**src/design/arcc_cfg.svh**
```systemverilog
// Purpose: offsets, field positions, reset values and timing counts of the rate and clock block
// Assumes: 32-bit APB, byte addresses, one register per aligned word
// Notes: counts of conversion length are in modulator ticks
`ifndef ARCC_CFG_SVH
`define ARCC_CFG_SVH

// ----------------------------------------
// register offsets
// ----------------------------------------
`define ARCC_ADDR_W 8
`define ARCC_OFF_CTRL 8'h00
`define ARCC_OFF_CMD 8'h04
`define ARCC_OFF_STATUS 8'h08
`define ARCC_OFF_MASK 8'h0C
`define ARCC_OFF_DATA 8'h10
`define ARCC_OFF_AUXDIR 8'h14
`define ARCC_OFF_AUXOUT 8'h18
`define ARCC_OFF_AUXIN 8'h1C
`define ARCC_OFF_SERIAL 8'h20

// ----------------------------------------
// fields and reset values
// ----------------------------------------
`define ARCC_CTRL_W 5
`define ARCC_CTRL_RST 5'h00
`define ARCC_CMD_START_BIT 3
`define ARCC_STS_CONV 0
`define ARCC_STS_RX 1
`define ARCC_STS_W 2
`define ARCC_AUX_N 4
`define ARCC_RX_BITS 8
`define ARCC_RES_BITS 24

// ----------------------------------------
// timing
// ----------------------------------------
`define ARCC_PCLK_HZ 125000000
`define ARCC_OSC_HI_HZ 2457600
`define ARCC_OSC_LO_HZ 2048000
`define ARCC_NCO_INC(f) (((64'(f)) << 32) / 64'(`ARCC_PCLK_HZ))
`define ARCC_MOD_DIV 10
`define ARCC_SETTLE_CONV 3
`define ARCC_SC_LEN0 245760
`define ARCC_SC_LEN1 98304
`define ARCC_SC_LEN2 49152
`define ARCC_SC_LEN3 24576
`define ARCC_SC_LEN4 16384
`define ARCC_SC_LEN5 8192
`define ARCC_SC_LEN6 4096
`define ARCC_SC_LEN7 2048
`define ARCC_CC_LEN0 4096
`define ARCC_CC_LEN1 2048
`define ARCC_CC_LEN2 1024
`define ARCC_CC_LEN3 512

`endif

```
**src/design/arcc_pkg.sv**
```systemverilog
// Purpose: types of the rate and clock block
// Assumes: constants live in arcc_cfg.svh
// Notes: control word layout matches the control register, msb first
package arcc_pkg;

  typedef logic [2:0] arcc_rate_t;

  typedef struct packed {
    logic input_buffer_en;
    logic single_conv_sel;
    logic ext_timebase_sel;
    logic unipolar_sel;
    logic line_freq_sel;
  } arcc_ctrl_t;

endpackage

```
**src/design/arcc_time_if.sv**
```systemverilog
// Purpose: link between register side and timebase
// Assumes: one clock, pclk
// Notes: restart and conv_done are one-cycle pulses
`timescale 1ns/10ps
interface arcc_time_if;
  logic ext_sel;
  logic line_sel;
  logic single_sel;
  arcc_pkg::arcc_rate_t rate;
  logic run;
  logic restart;
  logic mod_tick;
  logic conv_done;

  modport ctrl (output ext_sel, line_sel, single_sel, rate, run, restart,
                input mod_tick, conv_done);
  modport timer (input ext_sel, line_sel, single_sel, rate, run, restart,
                 output mod_tick, conv_done);
endinterface

```
**src/design/arcc_timebase.sv**
```systemverilog
// Purpose: system timebase, modulator tick and conversion period
// Assumes: external clock pin is asynchronous and far slower than pclk
// Notes: internal oscillator is emulated by a phase accumulator, so ticks jitter by one pclk
`timescale 1ns/10ps
`include "arcc_cfg.svh"
module arcc_timebase #(
  parameter int RATE_SHIFT = 0
) (
  // clock and reset
  input wire logic pclk,
  input wire logic presetn,
  // external timebase pin
  input wire logic ext_clk,
  // control side
  arcc_time_if.timer tif
);
  localparam logic [31:0] INC_HI = 32'(`ARCC_NCO_INC(`ARCC_OSC_HI_HZ));
  localparam logic [31:0] INC_LO = 32'(`ARCC_NCO_INC(`ARCC_OSC_LO_HZ));
  localparam logic [3:0] DIV_LAST = 4'(`ARCC_MOD_DIV - 1);

  logic ext_s1_q, ext_s2_q, ext_s3_q;
  logic [31:0] acc_q, acc_d, inc;
  logic [3:0] div_q, div_d;
  logic [17:0] per_q, per_d, target;
  logic done_q, done_d, tick_q, tick_d;
  logic carry, sys_tick, mod_tick;

  function automatic logic [17:0] conv_len(input logic single, input logic [2:0] rate);
    logic [17:0] len;
    len = 18'(`ARCC_CC_LEN0);
    if (single) begin
      case (rate)
        3'h0: len = 18'(`ARCC_SC_LEN0);
        3'h1: len = 18'(`ARCC_SC_LEN1);
        3'h2: len = 18'(`ARCC_SC_LEN2);
        3'h3: len = 18'(`ARCC_SC_LEN3);
        3'h4: len = 18'(`ARCC_SC_LEN4);
        3'h5: len = 18'(`ARCC_SC_LEN5);
        3'h6: len = 18'(`ARCC_SC_LEN6);
        default: len = 18'(`ARCC_SC_LEN7);
      endcase
    end else begin
      // low codes in continuous mode fold onto 100..111
      case (rate[1:0])
        2'h0: len = 18'(`ARCC_CC_LEN0);
        2'h1: len = 18'(`ARCC_CC_LEN1);
        2'h2: len = 18'(`ARCC_CC_LEN2);
        default: len = 18'(`ARCC_CC_LEN3);
      endcase
    end
    return len;
  endfunction

  always_comb begin
    // oscillator frequency select
    inc = tif.line_sel ? INC_LO : INC_HI;
    {carry, acc_d} = {1'b0, acc_q} + {1'b0, inc};
    // external pin as timebase
    // rate follows the supplied clock
    sys_tick = tif.ext_sel ? (ext_s2_q & ~ext_s3_q) : carry;
    // modulator clock divider
    mod_tick = sys_tick && (div_q == DIV_LAST);
    div_d = div_q;
    if (tif.restart) begin
      // a start lines up with a whole modulator period, else a one-shot runs short
      div_d = 4'h0;
    end else if (sys_tick) begin
      div_d = mod_tick ? 4'h0 : div_q + 4'h1;
    end
    // conversion length from rate code
    target = conv_len(tif.single_sel, tif.rate) >> RATE_SHIFT;
    if (target == 18'h0) begin
      target = 18'h1;
    end
    per_d = per_q;
    done_d = 1'b0;
    if (tif.restart || !tif.run) begin
      per_d = 18'h0;
    end else if (mod_tick) begin
      if (per_q == target - 18'h1) begin
        per_d = 18'h0;
        done_d = 1'b1;
      end else begin
        per_d = per_q + 18'h1;
      end
    end
    tick_d = mod_tick;
  end

  always_ff @(posedge pclk or negedge presetn) begin
    if (!presetn) begin
      ext_s1_q <= 1'b0;
      ext_s2_q <= 1'b0;
      ext_s3_q <= 1'b0;
      acc_q <= 32'h0;
      div_q <= 4'h0;
      per_q <= 18'h0;
      done_q <= 1'b0;
      tick_q <= 1'b0;
    end else begin
      ext_s1_q <= ext_clk;
      ext_s2_q <= ext_s1_q;
      ext_s3_q <= ext_s2_q;
      acc_q <= acc_d;
      div_q <= div_d;
      per_q <= per_d;
      done_q <= done_d;
      tick_q <= tick_d;
    end
  end

  assign tif.mod_tick = tick_q;
  assign tif.conv_done = done_q;
endmodule // arcc_timebase

```
**src/design/arcc_top.sv**
```systemverilog
// Purpose: converter rate, clock and configuration control with serial port and aux pins
// Assumes: serial and aux pins are asynchronous; filter_result is on pclk
// Notes: registers over APB, zero wait states
//
// The APB interface to the registers and the placing of the registers were left to the implementer.
`timescale 1ns/10ps
`include "arcc_cfg.svh"

// Contract
// Serial data input sampled on each serial clock rising edge while selected.
// Ready/data output line changes only on serial clock falling edges; the code also sets it one cycle after select falls.
// Ready/data line low means a fresh result waits; high means none.
// Host holds select low during any transaction, high otherwise.
// External timebase select uses the clock pin; host supplies nominal rate.
// Other external frequencies scale data rate and notches proportionally.
// Line frequency select 0 gives higher oscillator, 1 gives lower.
// Modulator clock is system clock divided by ten.
// Input buffer enable bit in control register one drives the buffer.
// Polarity bit chooses unipolar or bipolar transfer function.
// Continuous codes 100..111 give 60..480 or 50..400 sps.
// Single-cycle codes 000..111 give 1..120 sps, scaled at lower oscillator.
// Four aux pins with register-controlled direction and level.
// Single-cycle select picks one-shot conversion with no data latency.
// Continuous mode needs three more conversions to settle after a step.
module arcc_top #(
  parameter int RATE_SHIFT = 0
) (
  // clock and reset
  input wire logic pclk,
  input wire logic presetn,
  // apb slave
  input wire logic [`ARCC_ADDR_W-1:0] paddr,
  input wire logic psel,
  input wire logic penable,
  input wire logic pwrite,
  input wire logic [31:0] pwdata,
  output logic pready,
  output logic [31:0] prdata,
  output logic pslverr,
  // serial port pins
  input wire logic cs_n,
  input wire logic sclk,
  input wire logic din,
  output logic rdy_dout_o,
  output logic rdy_dout_oe_n,
  // external timebase pin
  input wire logic ext_clk,
  // aux pins, bit 0 is aux_pin_one up to bit 3 aux_pin_four
  input wire logic [`ARCC_AUX_N-1:0] aux_pin_in,
  output logic [`ARCC_AUX_N-1:0] aux_pin_out,
  output logic [`ARCC_AUX_N-1:0] aux_pin_oe_n,
  // filter and analog side
  input wire logic [`ARCC_RES_BITS-1:0] filter_result,
  output logic input_buffer_en,
  output logic unipolar_sel,
  output logic mod_tick,
  // interrupt
  output logic irq
);
  arcc_time_if tif ();

  arcc_pkg::arcc_ctrl_t ctrl_q, ctrl_d;
  arcc_pkg::arcc_rate_t rate_q, rate_d;
  logic run_q, run_d, restart_q, restart_d;
  logic [`ARCC_STS_W-1:0] sts_q, sts_d, mask_q, mask_d, sts_set;
  logic [`ARCC_RES_BITS-1:0] result_q, result_d, tx_sh_q, tx_sh_d;
  logic rdy_q, rdy_d;
  logic [1:0] settle_q, settle_d;
  logic [`ARCC_AUX_N-1:0] dir_q, dir_d, lvl_q, lvl_d, aux_s1_q, aux_s2_q;
  logic [31:0] prdata_q, prdata_d;
  logic cs_s1_q, cs_s2_q, cs_s3_q, sclk_s1_q, sclk_s2_q, sclk_s3_q, din_s1_q, din_s2_q;
  logic [`ARCC_RX_BITS-1:0] rx_sh_q, rx_sh_d, rx_byte_q, rx_byte_d;
  logic [2:0] rx_cnt_q, rx_cnt_d;
  logic [4:0] tx_cnt_q, tx_cnt_d;
  logic dout_q, dout_d;
  logic wr_en, rd_setup, hit, sel_fall, sck_rise, sck_fall, read_done;

  arcc_timebase #(
    .RATE_SHIFT(RATE_SHIFT)
  ) u_timebase (
    .pclk(pclk),
    .presetn(presetn),
    .ext_clk(ext_clk),
    .tif(tif)
  );

  assign tif.ext_sel = ctrl_q.ext_timebase_sel;
  assign tif.line_sel = ctrl_q.line_freq_sel;
  assign tif.single_sel = ctrl_q.single_conv_sel;
  assign tif.rate = rate_q;
  assign tif.run = run_q;
  assign tif.restart = restart_q;

  // ----------------------------------------
  // apb decode
  // ----------------------------------------
  always_comb begin
    hit = 1'b1;
    case (paddr)
      `ARCC_OFF_CTRL, `ARCC_OFF_CMD, `ARCC_OFF_STATUS, `ARCC_OFF_MASK,
      `ARCC_OFF_DATA, `ARCC_OFF_AUXDIR, `ARCC_OFF_AUXOUT, `ARCC_OFF_AUXIN,
      `ARCC_OFF_SERIAL: hit = 1'b1;
      default: hit = 1'b0;
    endcase
    wr_en = psel && penable && pwrite && hit;
    rd_setup = psel && !penable && !pwrite;
    // read data is captured in the setup cycle so it is a flop in the access cycle
    prdata_d = prdata_q;
    if (rd_setup) begin
      case (paddr)
        `ARCC_OFF_CTRL: prdata_d = 32'(ctrl_q);
        `ARCC_OFF_CMD: prdata_d = 32'({run_q, rate_q});
        `ARCC_OFF_STATUS: prdata_d = 32'(sts_q);
        `ARCC_OFF_MASK: prdata_d = 32'(mask_q);
        `ARCC_OFF_DATA: prdata_d = 32'(result_q);
        `ARCC_OFF_AUXDIR: prdata_d = 32'(dir_q);
        `ARCC_OFF_AUXOUT: prdata_d = 32'(lvl_q);
        `ARCC_OFF_AUXIN: prdata_d = 32'(aux_s2_q);
        `ARCC_OFF_SERIAL: prdata_d = 32'({settle_q, rdy_q, rx_byte_q});
        default: prdata_d = 32'h0;
      endcase
    end
  end

  // ----------------------------------------
  // configuration and conversion control
  // ----------------------------------------
  always_comb begin
    ctrl_d = ctrl_q;
    rate_d = rate_q;
    run_d = run_q;
    restart_d = 1'b0;
    dir_d = dir_q;
    lvl_d = lvl_q;
    mask_d = mask_q;
    // control register one fields
    if (wr_en && paddr == `ARCC_OFF_CTRL) begin
      ctrl_d = arcc_pkg::arcc_ctrl_t'(pwdata[`ARCC_CTRL_W-1:0]);
      restart_d = run_q;
    end
    if (wr_en && paddr == `ARCC_OFF_CMD) begin
      rate_d = pwdata[2:0];
      run_d = pwdata[`ARCC_CMD_START_BIT];
      restart_d = pwdata[`ARCC_CMD_START_BIT];
    end
    // one-shot ends after its single period
    if (tif.conv_done && ctrl_q.single_conv_sel && !restart_d) begin
      run_d = 1'b0;
    end
    // aux pin direction and level
    if (wr_en && paddr == `ARCC_OFF_AUXDIR) begin
      dir_d = pwdata[`ARCC_AUX_N-1:0];
    end
    if (wr_en && paddr == `ARCC_OFF_AUXOUT) begin
      lvl_d = pwdata[`ARCC_AUX_N-1:0];
    end
    if (wr_en && paddr == `ARCC_OFF_MASK) begin
      mask_d = pwdata[`ARCC_STS_W-1:0];
    end
  end

  // ----------------------------------------
  // result, settling and status
  // ----------------------------------------
  always_comb begin
    result_d = result_q;
    rdy_d = rdy_q;
    settle_d = settle_q;
    sts_set = '0;
    // discard results until the filter has settled
    if (restart_d) begin
      settle_d = ctrl_d.single_conv_sel ? 2'h0 : 2'(`ARCC_SETTLE_CONV);
    end else if (tif.conv_done && settle_q != 2'h0) begin
      settle_d = settle_q - 2'h1;
    end
    if (read_done || restart_d) begin
      rdy_d = 1'b0;
    end
    // single-cycle result is ready at once; set beats a read clear, restart beats set
    if (tif.conv_done && settle_q == 2'h0 && !restart_d) begin
      result_d = filter_result;
      rdy_d = 1'b1;
      sts_set[`ARCC_STS_CONV] = 1'b1;
    end
    sts_set[`ARCC_STS_RX] = sck_rise && !cs_s2_q && rx_cnt_q == 3'h7;
    sts_d = sts_q;
    if (wr_en && paddr == `ARCC_OFF_STATUS) begin
      sts_d = sts_q & ~pwdata[`ARCC_STS_W-1:0];
    end
    sts_d = sts_d | sts_set;
  end

  // ----------------------------------------
  // serial port
  // ----------------------------------------
  always_comb begin
    sel_fall = !cs_s2_q && cs_s3_q;
    sck_rise = sclk_s2_q && !sclk_s3_q;
    sck_fall = !sclk_s2_q && sclk_s3_q;
    rx_sh_d = rx_sh_q;
    rx_cnt_d = rx_cnt_q;
    rx_byte_d = rx_byte_q;
    tx_sh_d = tx_sh_q;
    tx_cnt_d = tx_cnt_q;
    dout_d = dout_q;
    read_done = 1'b0;
    if (cs_s2_q) begin
      rx_cnt_d = 3'h0;
      tx_cnt_d = 5'h0;
    end else if (sel_fall) begin
      // line shows ready low as soon as selected
      tx_sh_d = result_q;
      dout_d = !rdy_q;
    end else begin
      // shift input on serial clock rise
      if (sck_rise) begin
        rx_sh_d = {rx_sh_q[`ARCC_RX_BITS-2:0], din_s2_q};
        rx_cnt_d = rx_cnt_q + 3'h1;
        if (rx_cnt_q == 3'h7) begin
          rx_byte_d = {rx_sh_q[`ARCC_RX_BITS-2:0], din_s2_q};
        end
      end
      // after the select cycle, output moves only on serial clock fall
      if (sck_fall) begin
        dout_d = tx_sh_q[`ARCC_RES_BITS-1];
        tx_sh_d = {tx_sh_q[`ARCC_RES_BITS-2:0], 1'b0};
        tx_cnt_d = tx_cnt_q + 5'h1;
        read_done = tx_cnt_q == 5'(`ARCC_RES_BITS - 1);
      end
    end
  end

  always_ff @(posedge pclk or negedge presetn) begin
    if (!presetn) begin
      ctrl_q <= arcc_pkg::arcc_ctrl_t'(`ARCC_CTRL_RST);
      rate_q <= 3'h0;
      run_q <= 1'b0;
      restart_q <= 1'b0;
      sts_q <= '0;
      mask_q <= '0;
      result_q <= '0;
      rdy_q <= 1'b0;
      settle_q <= 2'h0;
      dir_q <= '0;
      lvl_q <= '0;
      aux_s1_q <= '0;
      aux_s2_q <= '0;
      prdata_q <= 32'h0;
      cs_s1_q <= 1'b1;
      cs_s2_q <= 1'b1;
      cs_s3_q <= 1'b1;
      sclk_s1_q <= 1'b0;
      sclk_s2_q <= 1'b0;
      sclk_s3_q <= 1'b0;
      din_s1_q <= 1'b0;
      din_s2_q <= 1'b0;
      rx_sh_q <= '0;
      rx_cnt_q <= 3'h0;
      rx_byte_q <= '0;
      tx_sh_q <= '0;
      tx_cnt_q <= 5'h0;
      dout_q <= 1'b1;
    end else begin
      ctrl_q <= ctrl_d;
      rate_q <= rate_d;
      run_q <= run_d;
      restart_q <= restart_d;
      sts_q <= sts_d;
      mask_q <= mask_d;
      result_q <= result_d;
      rdy_q <= rdy_d;
      settle_q <= settle_d;
      dir_q <= dir_d;
      lvl_q <= lvl_d;
      aux_s1_q <= aux_pin_in;
      aux_s2_q <= aux_s1_q;
      prdata_q <= prdata_d;
      cs_s1_q <= cs_n;
      cs_s2_q <= cs_s1_q;
      cs_s3_q <= cs_s2_q;
      sclk_s1_q <= sclk;
      sclk_s2_q <= sclk_s1_q;
      sclk_s3_q <= sclk_s2_q;
      din_s1_q <= din;
      din_s2_q <= din_s1_q;
      rx_sh_q <= rx_sh_d;
      rx_cnt_q <= rx_cnt_d;
      rx_byte_q <= rx_byte_d;
      tx_sh_q <= tx_sh_d;
      tx_cnt_q <= tx_cnt_d;
      dout_q <= dout_d;
    end
  end

  // ----------------------------------------
  // outputs
  // ----------------------------------------
  assign pready = 1'b1;
  assign prdata = prdata_q;
  assign pslverr = psel && penable && !hit;
  assign rdy_dout_o = dout_q;
  // line released while host leaves select high
  assign rdy_dout_oe_n = cs_s2_q;
  assign aux_pin_out = lvl_q;
  assign aux_pin_oe_n = ~dir_q;
  assign input_buffer_en = ctrl_q.input_buffer_en;
  assign unipolar_sel = ctrl_q.unipolar_sel;
  assign mod_tick = tif.mod_tick;
  assign irq = |(sts_q & mask_q);
endmodule // arcc_top

```
**config.mk**
```make
export PLATFORM = sky130hd
export DESIGN_NAME = arcc_top
export DESIGN_NICKNAME = d
export VERILOG_FILES = /design/src/design/arcc_pkg.sv /design/src/design/arcc_time_if.sv /design/src/design/arcc_timebase.sv /design/src/design/arcc_top.sv
export VERILOG_INCLUDE_DIRS = /design/src /design/src/design
export SDC_FILE = /design/constraint.sdc
export NUM_CORES = 1
export LEC_CHECK = 0
export ABC_AREA = 1
export BUFFER_PORTS_ARGS = -buffer_cell sky130_fd_sc_hd__buf_2
export CORE_ASPECT_RATIO = 1.5
export CORE_MARGIN = 1.5
export CORE_UTILIZATION = 35
export DETAILED_ROUTE_END_ITERATION = 10
export HOLD_SLACK_MARGIN = 0.08
export MAX_ROUTING_LAYER = met4
export SYNTH_ARGS = -nofsm -noshare
export SYNTH_HDL_FRONTEND = slang
export SYNTH_SLANG_ARGS = --single-unit
```
**constraint.sdc**
```tcl
create_clock -name pclk -period 5.8 [get_ports pclk]
set_input_delay 0 -clock pclk [delete_from_list [all_inputs] [get_ports pclk]]
set_output_delay 0 -clock pclk [all_outputs]
set_load 0.02 [all_outputs]
```
# Word-level counts from Yosys, hierarchy flattened
# Index checks and enable logic that the tools add are counted.
[op_classes]
muxes = 42
eq_ne = 21
addsub = 7
bitwise = 9
n_reduce_logical = 55
[ops]
columns = ["op", "n"]
rows = [
  ["one-hot mux 24 bit (9 select lines)", 1],
  ["one-hot mux 18 bit (7 select lines)", 1],
  ["2-to-1 mux 18 bit", 5],
  ["2-to-1 mux 24 bit", 2],
  ["one-hot mux 13 bit (3 select lines)", 1],
  ["adder 32 x 32 -> 33 bit", 1],
  ["equality test 8 x 5 -> 1 bit, second input constant", 4],
  ["2-to-1 mux 25 bit", 1],
  ["logical AND 1 bit", 23],
  ["adder 18 x 1 -> 18 bit, second input constant", 1],
  ["equality test 18 bit", 1],
  ["zero test 18 bit", 1],
  ["nonzero test 2 bit", 9],
  ["subtractor 18 x 1 -> 18 bit, second input constant", 1],
  ["2-to-1 mux 1 bit", 17],
  ["equality test 8 x 4 -> 1 bit, second input constant", 2],
  ["2-to-1 mux 4 bit", 4],
  ["2-to-1 mux 5 bit", 3],
  ["equality test 3 bit, second input constant", 4],
  ["zero test 1 bit", 9],
  ["2-to-1 mux 3 bit", 3],
  ["OR reduction 9 bit", 1],
  ["equality test 8 x 3 -> 1 bit, second input constant", 1],
  ["equality test 8 x 6 -> 1 bit, second input constant", 1],
  ["26 further kinds", 37],
]
[totals]
input_bits = 77
out_inout_bits = 48
wordCells = 174
regBits = 204

# Logic depth before layout (Yosys ltp)
# Gate-level depths: netlist (run 1).
[logic_depth]
depth_word = 11
depth_mapped = 16
depth_no_buf = 16

# Hierarchy
# A second synthesis (run 1) with hierarchy kept.
[unflattened]
cells_unflattened = 1280
area_unflattened_um2 = 10223.6
[modules_own_cells]
columns = ["mod", "area_per_inst_um2", "cells_per_inst", "seq_area_each_um2", "n_inst"]
rows = [
  ["arcc_top", 6055.8, 676, 3433.3, 1],
  ["arcc_timebase", 4167.7, 604, 1476.4, 1],
]

# Least setup slack after synthesis (run 1)
# No wires, ideal clock.
[synth_timing]
path_type = "flip-flop to flip-flop"
from = "register ctrl_q (netlist bit tif.line_sel)"
to = "register u_timebase.acc_q[20]"
synth_period_minus_slack_ns = 2.215
setup_ns = 0.131
slack_ns = 3.585
t_required_ns = 5.669
stages_incl_launch_ff = 13
path_buffers = 0
arrival_ns = 2.084
cell_sequence = "dfrtp_1 -> inv_1 -> ha_1 -> ha_1 -> nand2_1 -> nand2_1 -> nand2_1 -> nand3_1 -> o21ai_0 -> inv_1 -> nor2_1 -> o21ai_0 -> xor2_1"
[synth_via]
elab_chain_cells = 2
[synth_lines]
columns = ["element", "line", "rtl"]
rows = [
  ["from (decl)", "arcc_top.sv:62", "arcc_pkg::arcc_ctrl_t ctrl_q, ctrl_d;"],
  ["from (signal assigned)", "arcc_top.sv:235", "ctrl_q <= arcc_pkg::arcc_ctrl_t'(`ARCC_CTRL_RST);"],
  ["from (signal assigned)", "arcc_top.sv:264", "ctrl_q <= ctrl_d;"],
  ["2-to-1 mux 25 bit", "arcc_timebase.sv:56", "inc = tif.line_sel ? INC_LO : INC_HI;"],
  ["adder 32 x 32 -> 33 bit", "arcc_timebase.sv:57", "{carry, acc_d} = {1'b0, acc_q} + {1'b0, inc};"],
  ["named net u_timebase.acc_d[20]", "arcc_timebase.sv:22", "logic [31:0] acc_q, acc_d, inc;"],
  ["to (signal assigned)", "arcc_timebase.sv:95", "acc_q <= 32'h0;"],
  ["to (signal assigned)", "arcc_timebase.sv:104", "acc_q <= acc_d;"],
  ["to (decl)", "arcc_timebase.sv:22", ""],
]
# The timed path passes the listed nets, and every way through them passes these cells.
# A chain may end at the register's enable or synchronous reset.

# Worst setup path after layout (run 1)
[layout_timing]
from = "register ctrl_q (netlist bit tif.line_sel)"
to = "register u_timebase.per_q[8]"
[layout_via]
elab_chain_cells = 5
[layout_lines]
columns = ["element", "line", "rtl"]
rows = [
  ["2-to-1 mux 25 bit", "arcc_timebase.sv:56", ""],
  ["adder 32 x 32 -> 33 bit", "arcc_timebase.sv:57", ""],
  ["2-to-1 mux 1 bit", "arcc_timebase.sv:60", "sys_tick = tif.ext_sel ? (ext_s2_q & ~ext_s3_q) : carry;"],
  ["logical AND 1 bit", "arcc_timebase.sv:62", "mod_tick = sys_tick && (div_q == DIV_LAST);"],
  ["nonzero test 2 bit (no source line)", "-", ""],
  ["to (signal assigned)", "arcc_timebase.sv:106", "per_q <= per_d;"],
  ["to (decl)", "arcc_timebase.sv:24", "logic [17:0] per_q, per_d, target;"],
]
# Every way passes these cells.

==> results.yml, run 1 <==
drt:
  drtIter0Drc: 483
  firstDrtPassIters: 6
  postRouteAntennaNets: 0
  remaining_drc_errors: 0
  avgViaCountPerCell: 4.93
  postRouteWirelength_mm: 25.5
  wl_per_instance_um: 14.9
  via_count: 8414
sta:
  fin_clk_skew_ps: 13.0
  worst_margin_pin_slew_ps: 1140
  setup_viol_count_final: 0
  slew_violations: 0
  postLayoutSetupSlackWorst_ps: 2680
  grt_setup_unrepaired: "false"
  timing.hold.ws_ps: 109
  timing.max_slew.rel_slack_pct: 23.6
  fin_crit_sh_pct: 53.7
  final.setup.tns_ps: 0
  final_period_minus_worst_setup_slack_ps: 3120
  hold_violations: 0
  maxClockFrequency_mhz: 321
finish:
  seq_area_um2: 4910
  multi_input_gate_area_in_the_final_layout_um2: 4430
  layout.filler_cells: 2839
  final_core_util_pct: 42.1
  layout.cells.most_common: "sky130_fd_sc_hd__nand2_1"
  layout-area-overhead-vs-synth_pct: 18.0
  drive_gt1_share_pct: 13.9
  layout.cells.most_common_list: "303 x sky130_fd_sc_hd__nand2_1, 192 x sky130_fd_sc_hd__dfrtp_1, 130 x sky130_fd_sc_hd__inv_1"
  finalNetCount: 1444
min_path:
  hp-class: "primary input to async pin"
critical_path:
  worst_r2r_dst: "u_timebase.per_q[8]"
  worst-endpoint-required_ps: 6180
  crit_path_max_fanout: 22
  cell_count_of_the_worst_reg_to_reg_path: 12
  setup.worst_path.end_class: "flip-flop"
  crit_end: "u_timebase.per_q[8]"
  cp_data_arrival_time_ps: 3500
  crit-reg2reg-launch: "tif.line_sel"
  setup.worst_path.start: "tif.line_sel"
  worst-setup-path-type: "flip-flop to flip-flop"
  critPathLaunchType: "flip-flop"
  r2r_slack_ps: 2680
clock_tree:
  cts_sinks: 196
  clock_latency_ps: 450
  clk_root_buffer_cell: "sky130_fd_sc_hd__clkbuf_16"
  cts_buffer_depth: 2
  tritoncts_clock_tree: "done"
  cts_htree_levels: 4
  clkSlewWorstSetupHoldPaths_ps: 80
  clock_buffer_count_from_cts: 17
  post_cts_buffers: 0
job:
  max_cap_violations: 0
floorplanning:
  dieWidth_um: 141
  floorplan.rows: 75
  die_height_um: 211
  fp.dieArea_um2: 29800
  initial_standard_cell_utilization_of_the_core_pct: 35.7
  placeableCoreArea_um2: 28200
  io-pin-count: 125
logic_synthesis:
  ys_async_sr_fraction_pct: 100
  yosys.cell_types.count: 52
  ys_seq_area_share_pct: 48.9
  ys_dominant_reg_cell: "sky130_fd_sc_hd__dfrtp_1"
  mappedNetlistArea_um2: 10000
  synth-seq-cells: 196
  yosysWarnings: 0
  count_of_flip_flops_with_a_built_in_enable_after_synthesis: 0
  syn_avg_cell_area_um2: 8.22
  synthesis.instances: 1223
power:
  p_leak_uw: 0.00572
  report.power.total_uw: 3840
  power.density_cell_area_nw_per_um2: 324
  ir_worst_vdd_uv: 169
global_route:
  overflow: 0
  grt_max_degree: 171
  grt_pass1_wl_mm: 42.5
  globalRouteTotalUtil_pct: 18.8
  via_count_of_the_first_global_routing_pass: 8306
  grt_antenna_before_repair: 0
placed_design:
  preCtsSetupSlack_ps: 2660
  detailedPlacementHpwl_mm: 18.1
  place.gp.congestion: 0.904
  port_buffers: 88
outcome:
  result_of_the_run: "finished, final reports clean"
## registers in the layout, summed over array words and instances, names as in the netlist, 2 cells and up
| signal | cells |
|---|---|
| aux_pin_out | 4 |
| aux_s1_q | 4 |
| aux_s2_q | 4 |
| dir_q | 4 |
| mask_q | 2 |
| prdata | 24 |
| rate_q | 3 |
| result_q | 24 |
| rx_byte_q | 8 |
| rx_cnt_q | 3 |
| rx_sh_q | 7 |
| settle_q | 2 |
| sts_q | 2 |
| tx_cnt_q | 5 |
| tx_sh_q | 24 |
| u_timebase.acc_q | 32 |
| u_timebase.div_q | 4 |
| u_timebase.per_q | 18 |
## cell families after synthesis
kind of cell / share of synthesized area, %
AO/OA/AOI/OAI: 11.4
XOR/XNOR: 3.75
flip-flops: 48.9
adder cells (fa/ha/maj): 2.37
multiplexers: 0.224
buffers and inverters: 7.46
other: 0.0747
AND/OR/NAND/NOR: 25.9
## timing repair
| action | CTS | global route |
|---|---|---|
| gates resized for setup | 0 | 0 |
| hold buffers | 50 | 0 |
| hold endpoints to repair | 253 | 0 |
## cell type report
| cell class | instances | share of cell area (%) |
|---|---|---|
| diodes | 1 | 0.0211 |
| repair buffers | 141 | 8.30 |
| clock inverters | 12 | 1.01 |
| multi-input cells | 855 | 37.3 |
| flip-flops and latches | 196 | 41.4 |
| well taps | 346 | 3.65 |
| inverters | 137 | 4.36 |
| clock buffers | 20 | 3.93 |
## layer usage
metal / part of all wire [%] / GRT usage, % / vias to the layer above
met3: 4.3 / 4.25 / 35
met4: 2.6 / 6.93 / 0
met2: 50 / 31.3 / 158
met1: 43 / 22.1 / 4013
met5: 0 / - / -
li1: - / - / 4208
## worst max-delay path, stage by stage (launching register included)
cell and delay [ps]:
sky130_fd_sc_hd__dfrtp_1 510, sky130_fd_sc_hd__inv_1 260, sky130_fd_sc_hd__ha_1 430, sky130_fd_sc_hd__nand2_1 120
sky130_fd_sc_hd__nor2_1 260, sky130_fd_sc_hd__nand2_1 90, sky130_fd_sc_hd__nor3b_1 190, sky130_fd_sc_hd__nand2_1 90
sky130_fd_sc_hd__nand3_2 100, sky130_fd_sc_hd__nand3_2 380, sky130_fd_sc_hd__nand2_2 440, sky130_fd_sc_hd__nand2_1 90
sky130_fd_sc_hd__nand2_1 70
## power breakdown
group | total (uW) | switching, uW | internal [uW]
clock network | 1190 | 555 | 635
registers | 1730 | 157 | 1570
logic | 922 | 567 | 354
## stage by stage
step	std cells	cell area, um^2
2_1_floorplan	1230	10100
3_3_place_gp	1625	10800
3_5_place_dp	1625	10800
4_1_cts	1707	11900
5_1_grt	1707	11900
6_report	1708	11900
## synthesized netlist by cell type, drive strengths merged (2+ instances only)
| cell type | n | area share (%) |
|---|---|---|
| nand2 | 318 | 12 |
| dfrtp | 192 | 48 |
| inv | 137 | 5.1 |
| nor2 | 131 | 5.3 |
| o21ai | 100 | 5.9 |
| nand3 | 95 | 4.8 |
| xor2 | 34 | 3.0 |
| a21oi | 29 | 1.4 |
| a31oi | 26 | 1.6 |
| nand4 | 22 | 1.7 |
| buf | 21 | 1.5 |
| clkbuf | 21 | 0.78 |
| ha | 19 | 2.4 |
| nor3 | 13 | 0.65 |
| xnor2 | 9 | 0.78 |
| o211ai | 6 | 0.45 |
| o22ai | 6 | 0.37 |
| o21bai | 5 | 0.37 |
| dfstp | 4 | 1.0 |
| nor3b | 4 | 0.30 |
| nor4 | 4 | 0.25 |
| nand3b | 3 | 0.22 |
| o221ai | 3 | 0.26 |
| or2 | 3 | 0.19 |
| a221oi | 2 | 0.17 |
| conb | 2 | 0.075 |
| mux2 | 2 | 0.22 |
| o21a | 2 | 0.15 |
| o31ai | 2 | 0.15 |
## worst min path at each step
stage	start	endpoint	slack, ps
floorplan	presetn	aux_pin_out[0]	-300
global placement	presetn	u_timebase.acc_q[27]	-100
detailed placement	presetn	u_timebase.acc_q[17]	-100
CTS	presetn	cs_s1_q	90
global route	presetn	cs_s1_q	120
finish	presetn	cs_s3_q	110
Note: power is estimated with default switching activity, not from simulation.
==> inputs of run 2 (changes only) <==
- clock period: 5.8 -> 2.9 ns (I/O delays scaled with it)
==> results.yml, run 2 (synthesis gave the netlist of run 1 again) <==
outcome:
  result_of_the_run: "finished, final reports clean"
drt:
  remaining_drc_errors: 0
  drtIter0Drc: 548
  wl_per_instance_um: 14.7
  avgViaCountPerCell: 4.95
  firstDrtPassIters: 5
  postRouteAntennaNets: 0
  via_count: 8518
  postRouteWirelength_mm: 25.3
critical_path:
  crit_path_max_fanout: 7
  cp_data_arrival_time_ps: 2800
  worst-endpoint-required_ps: 3230
  worst_r2r_dst: "u_timebase.acc_q[20]"
  critPathLaunchType: "flip-flop"
  setup.worst_path.start: "tif.line_sel"
  cell_count_of_the_worst_reg_to_reg_path: 12
  crit-reg2reg-launch: "tif.line_sel"
  setup.worst_path.end_class: "flip-flop"
  worst-setup-path-type: "flip-flop to flip-flop"
  r2r_slack_ps: 430
sta:
  fin_clk_skew_ps: 8.38
  hold_violations: 0
  fin_crit_sh_pct: 85.0
  worst_margin_pin_slew_ps: 894
  timing.hold.ws_ps: 102
  grt_setup_unrepaired: "false"
  final_period_minus_worst_setup_slack_ps: 2470
  timing.max_slew.rel_slack_pct: 40.3
  final.setup.tns_ps: 0
  setup_viol_count_final: 0
  slew_violations: 0
  maxClockFrequency_mhz: 405
floorplanning:
  initial_standard_cell_utilization_of_the_core_pct: 35.7
  dieWidth_um: 141
  die_height_um: 211
  floorplan.rows: 75
  fp.dieArea_um2: 29800
  io-pin-count: 125
  placeableCoreArea_um2: 28200
job:
  max_cap_violations: 0
power:
  portion_of_total_power_attributed_to_the_clock_network_pct: 32.0
  ir_worst_vdd_uv: 391
  swShare_pct: 32.1
  report.power.total_uw: 7820
  power.density_cell_area_nw_per_um2: 652
  netSwitchingPower_uw: 2510
  comb_power_share_pct: 23.9
  power_frac_seq_pct: 44.1
  power_report.internal_total_uw: 5310
  p_leak_uw: 0.00580
finish:
  finalNetCount: 1455
  layout-area-overhead-vs-synth_pct: 19.3
  max_reg_flops: 32
  largest-register: "u_timebase.acc_q"
  layout.cells.most_common_list: "303 x sky130_fd_sc_hd__nand2_1, 192 x sky130_fd_sc_hd__dfrtp_1, 130 x sky130_fd_sc_hd__inv_1"
  drive_gt1_share_pct: 14.7
  layout.cells.most_common: "sky130_fd_sc_hd__nand2_1"
  final_cell_area_um2: 12000
global_route:
  grt_antenna_before_repair: 1
  globalRouteTotalUtil_pct: 18.5
  grt_max_degree: 79
  grt_pass1_wl_mm: 41.9
  via_count_of_the_first_global_routing_pass: 8436
  overflow: 0
clock_tree:
  clock_buffer_count_from_cts: 17
  clk_root_buffer_cell: "sky130_fd_sc_hd__clkbuf_16"
  tritoncts_clock_tree: "done"
  clkSlewWorstSetupHoldPaths_ps: 70
  post_cts_buffers: 0
  cts_htree_levels: 4
  cts_buffer_depth: 2
  clock_latency_ps: 450
  cts_sinks: 196
min_path:
  worstHoldStart: "paddr[4]"
  timing.hold.worst_endpoint: "sts_q[1]"
  worstHoldPathCells: 7
  hp-class: "primary input to flip-flop"
placed_design:
  dpl_cell_area_um2: 10900
  port_buffers: 88
  place.gp.congestion: 0.913
  detailedPlacementHpwl_mm: 18.5
[run 2: changes by cell type in the layout (fill, tap and decap cells not counted), moves of 2 or more]
cell                            change
sky130_fd_sc_hd__clkinv_2           +2
sky130_fd_sc_hd__buf_12             +2
sky130_fd_sc_hd__buf_4             +12
sky130_fd_sc_hd__bufinv_16          +2
sky130_fd_sc_hd__clkinv_4           -3
sky130_fd_sc_hd__dlygate4sd3_1      -3
[run 2: worst max-delay path, stage by stage (launching register included)]
cell	delay, ps
sky130_fd_sc_hd__dfrtp_1	350
sky130_fd_sc_hd__inv_1	170
sky130_fd_sc_hd__ha_1	270
sky130_fd_sc_hd__ha_1	200
sky130_fd_sc_hd__nand2_1	70
sky130_fd_sc_hd__nand2_1	90
sky130_fd_sc_hd__nand2_1	90
sky130_fd_sc_hd__nand3_1	130
sky130_fd_sc_hd__o21ai_0	410
sky130_fd_sc_hd__inv_1	140
sky130_fd_sc_hd__nor2_1	170
sky130_fd_sc_hd__o21ai_0	120
sky130_fd_sc_hd__xor2_1	150
[run 2: how the worst max path moves through the flow]
| stage | to | slack, ps | cells after the start |
|---|---|---|---|
| 6_report | u_timebase.acc_q[20] | 430 | 12 |
| 5_1_grt | u_timebase.per_q[12] | 200 | 15 |
| 3_5_place_dp | u_timebase.per_q[10] | 450 | 15 |
| 4_1_cts | u_timebase.per_q[10] | 440 | 15 |
| 3_3_place_gp | u_timebase.per_q[9] | 480 | 15 |
| 2_1_floorplan | u_timebase.acc_q[20] | 680 | 12 |
[run 2: power groups by stage]
stage / combinational (uW) / clock [uW] / sequential, uW
5_1_grt: 2150 / 2670 / 3500
3_3_place_gp: 1800 / 0 / 3490
3_5_place_dp: 1830 / 0 / 3490
4_1_cts: 1890 / 2570 / 3440
6_report: 1870 / 2500 / 3450
2_1_floorplan: 1360 / 0 / 3420
[run 2: through the flow]
stage,setup slack [ps],utilization (%),cells
after floorplan,685,-,1230
after global placement,478,38.7,1639
after detailed placement,449,38.7,1639
after CTS,435,42.6,1718
after global routing,197,42.6,1719
final,434,42.6,1720
[run 2: timing repair]
item	in CTS	in global routing
gates resized for setup	0	0
hold buffers	47	0
hold endpoints to repair	134	0
[run 2: cell type report]
cell class                 count  area [um^2]
multi-input combinational    855         4430
sequential                   196         4910
clock inverter                11          145
fill                        2851        16200
inverter                     137          517
tap                          346          433
antenna                        2         5.00
timing repair buffer         152         1080
clock buffer                  21          470
[run 2: routing by layer]
metal	up-vias	share of wire (%)	GRT usage, %
li1	4249	-	-
met4	0	2.5	7.29
met2	179	51	31.7
met1	4055	42	21.3
met3	35	4.1	3.50
met5	-	0	-
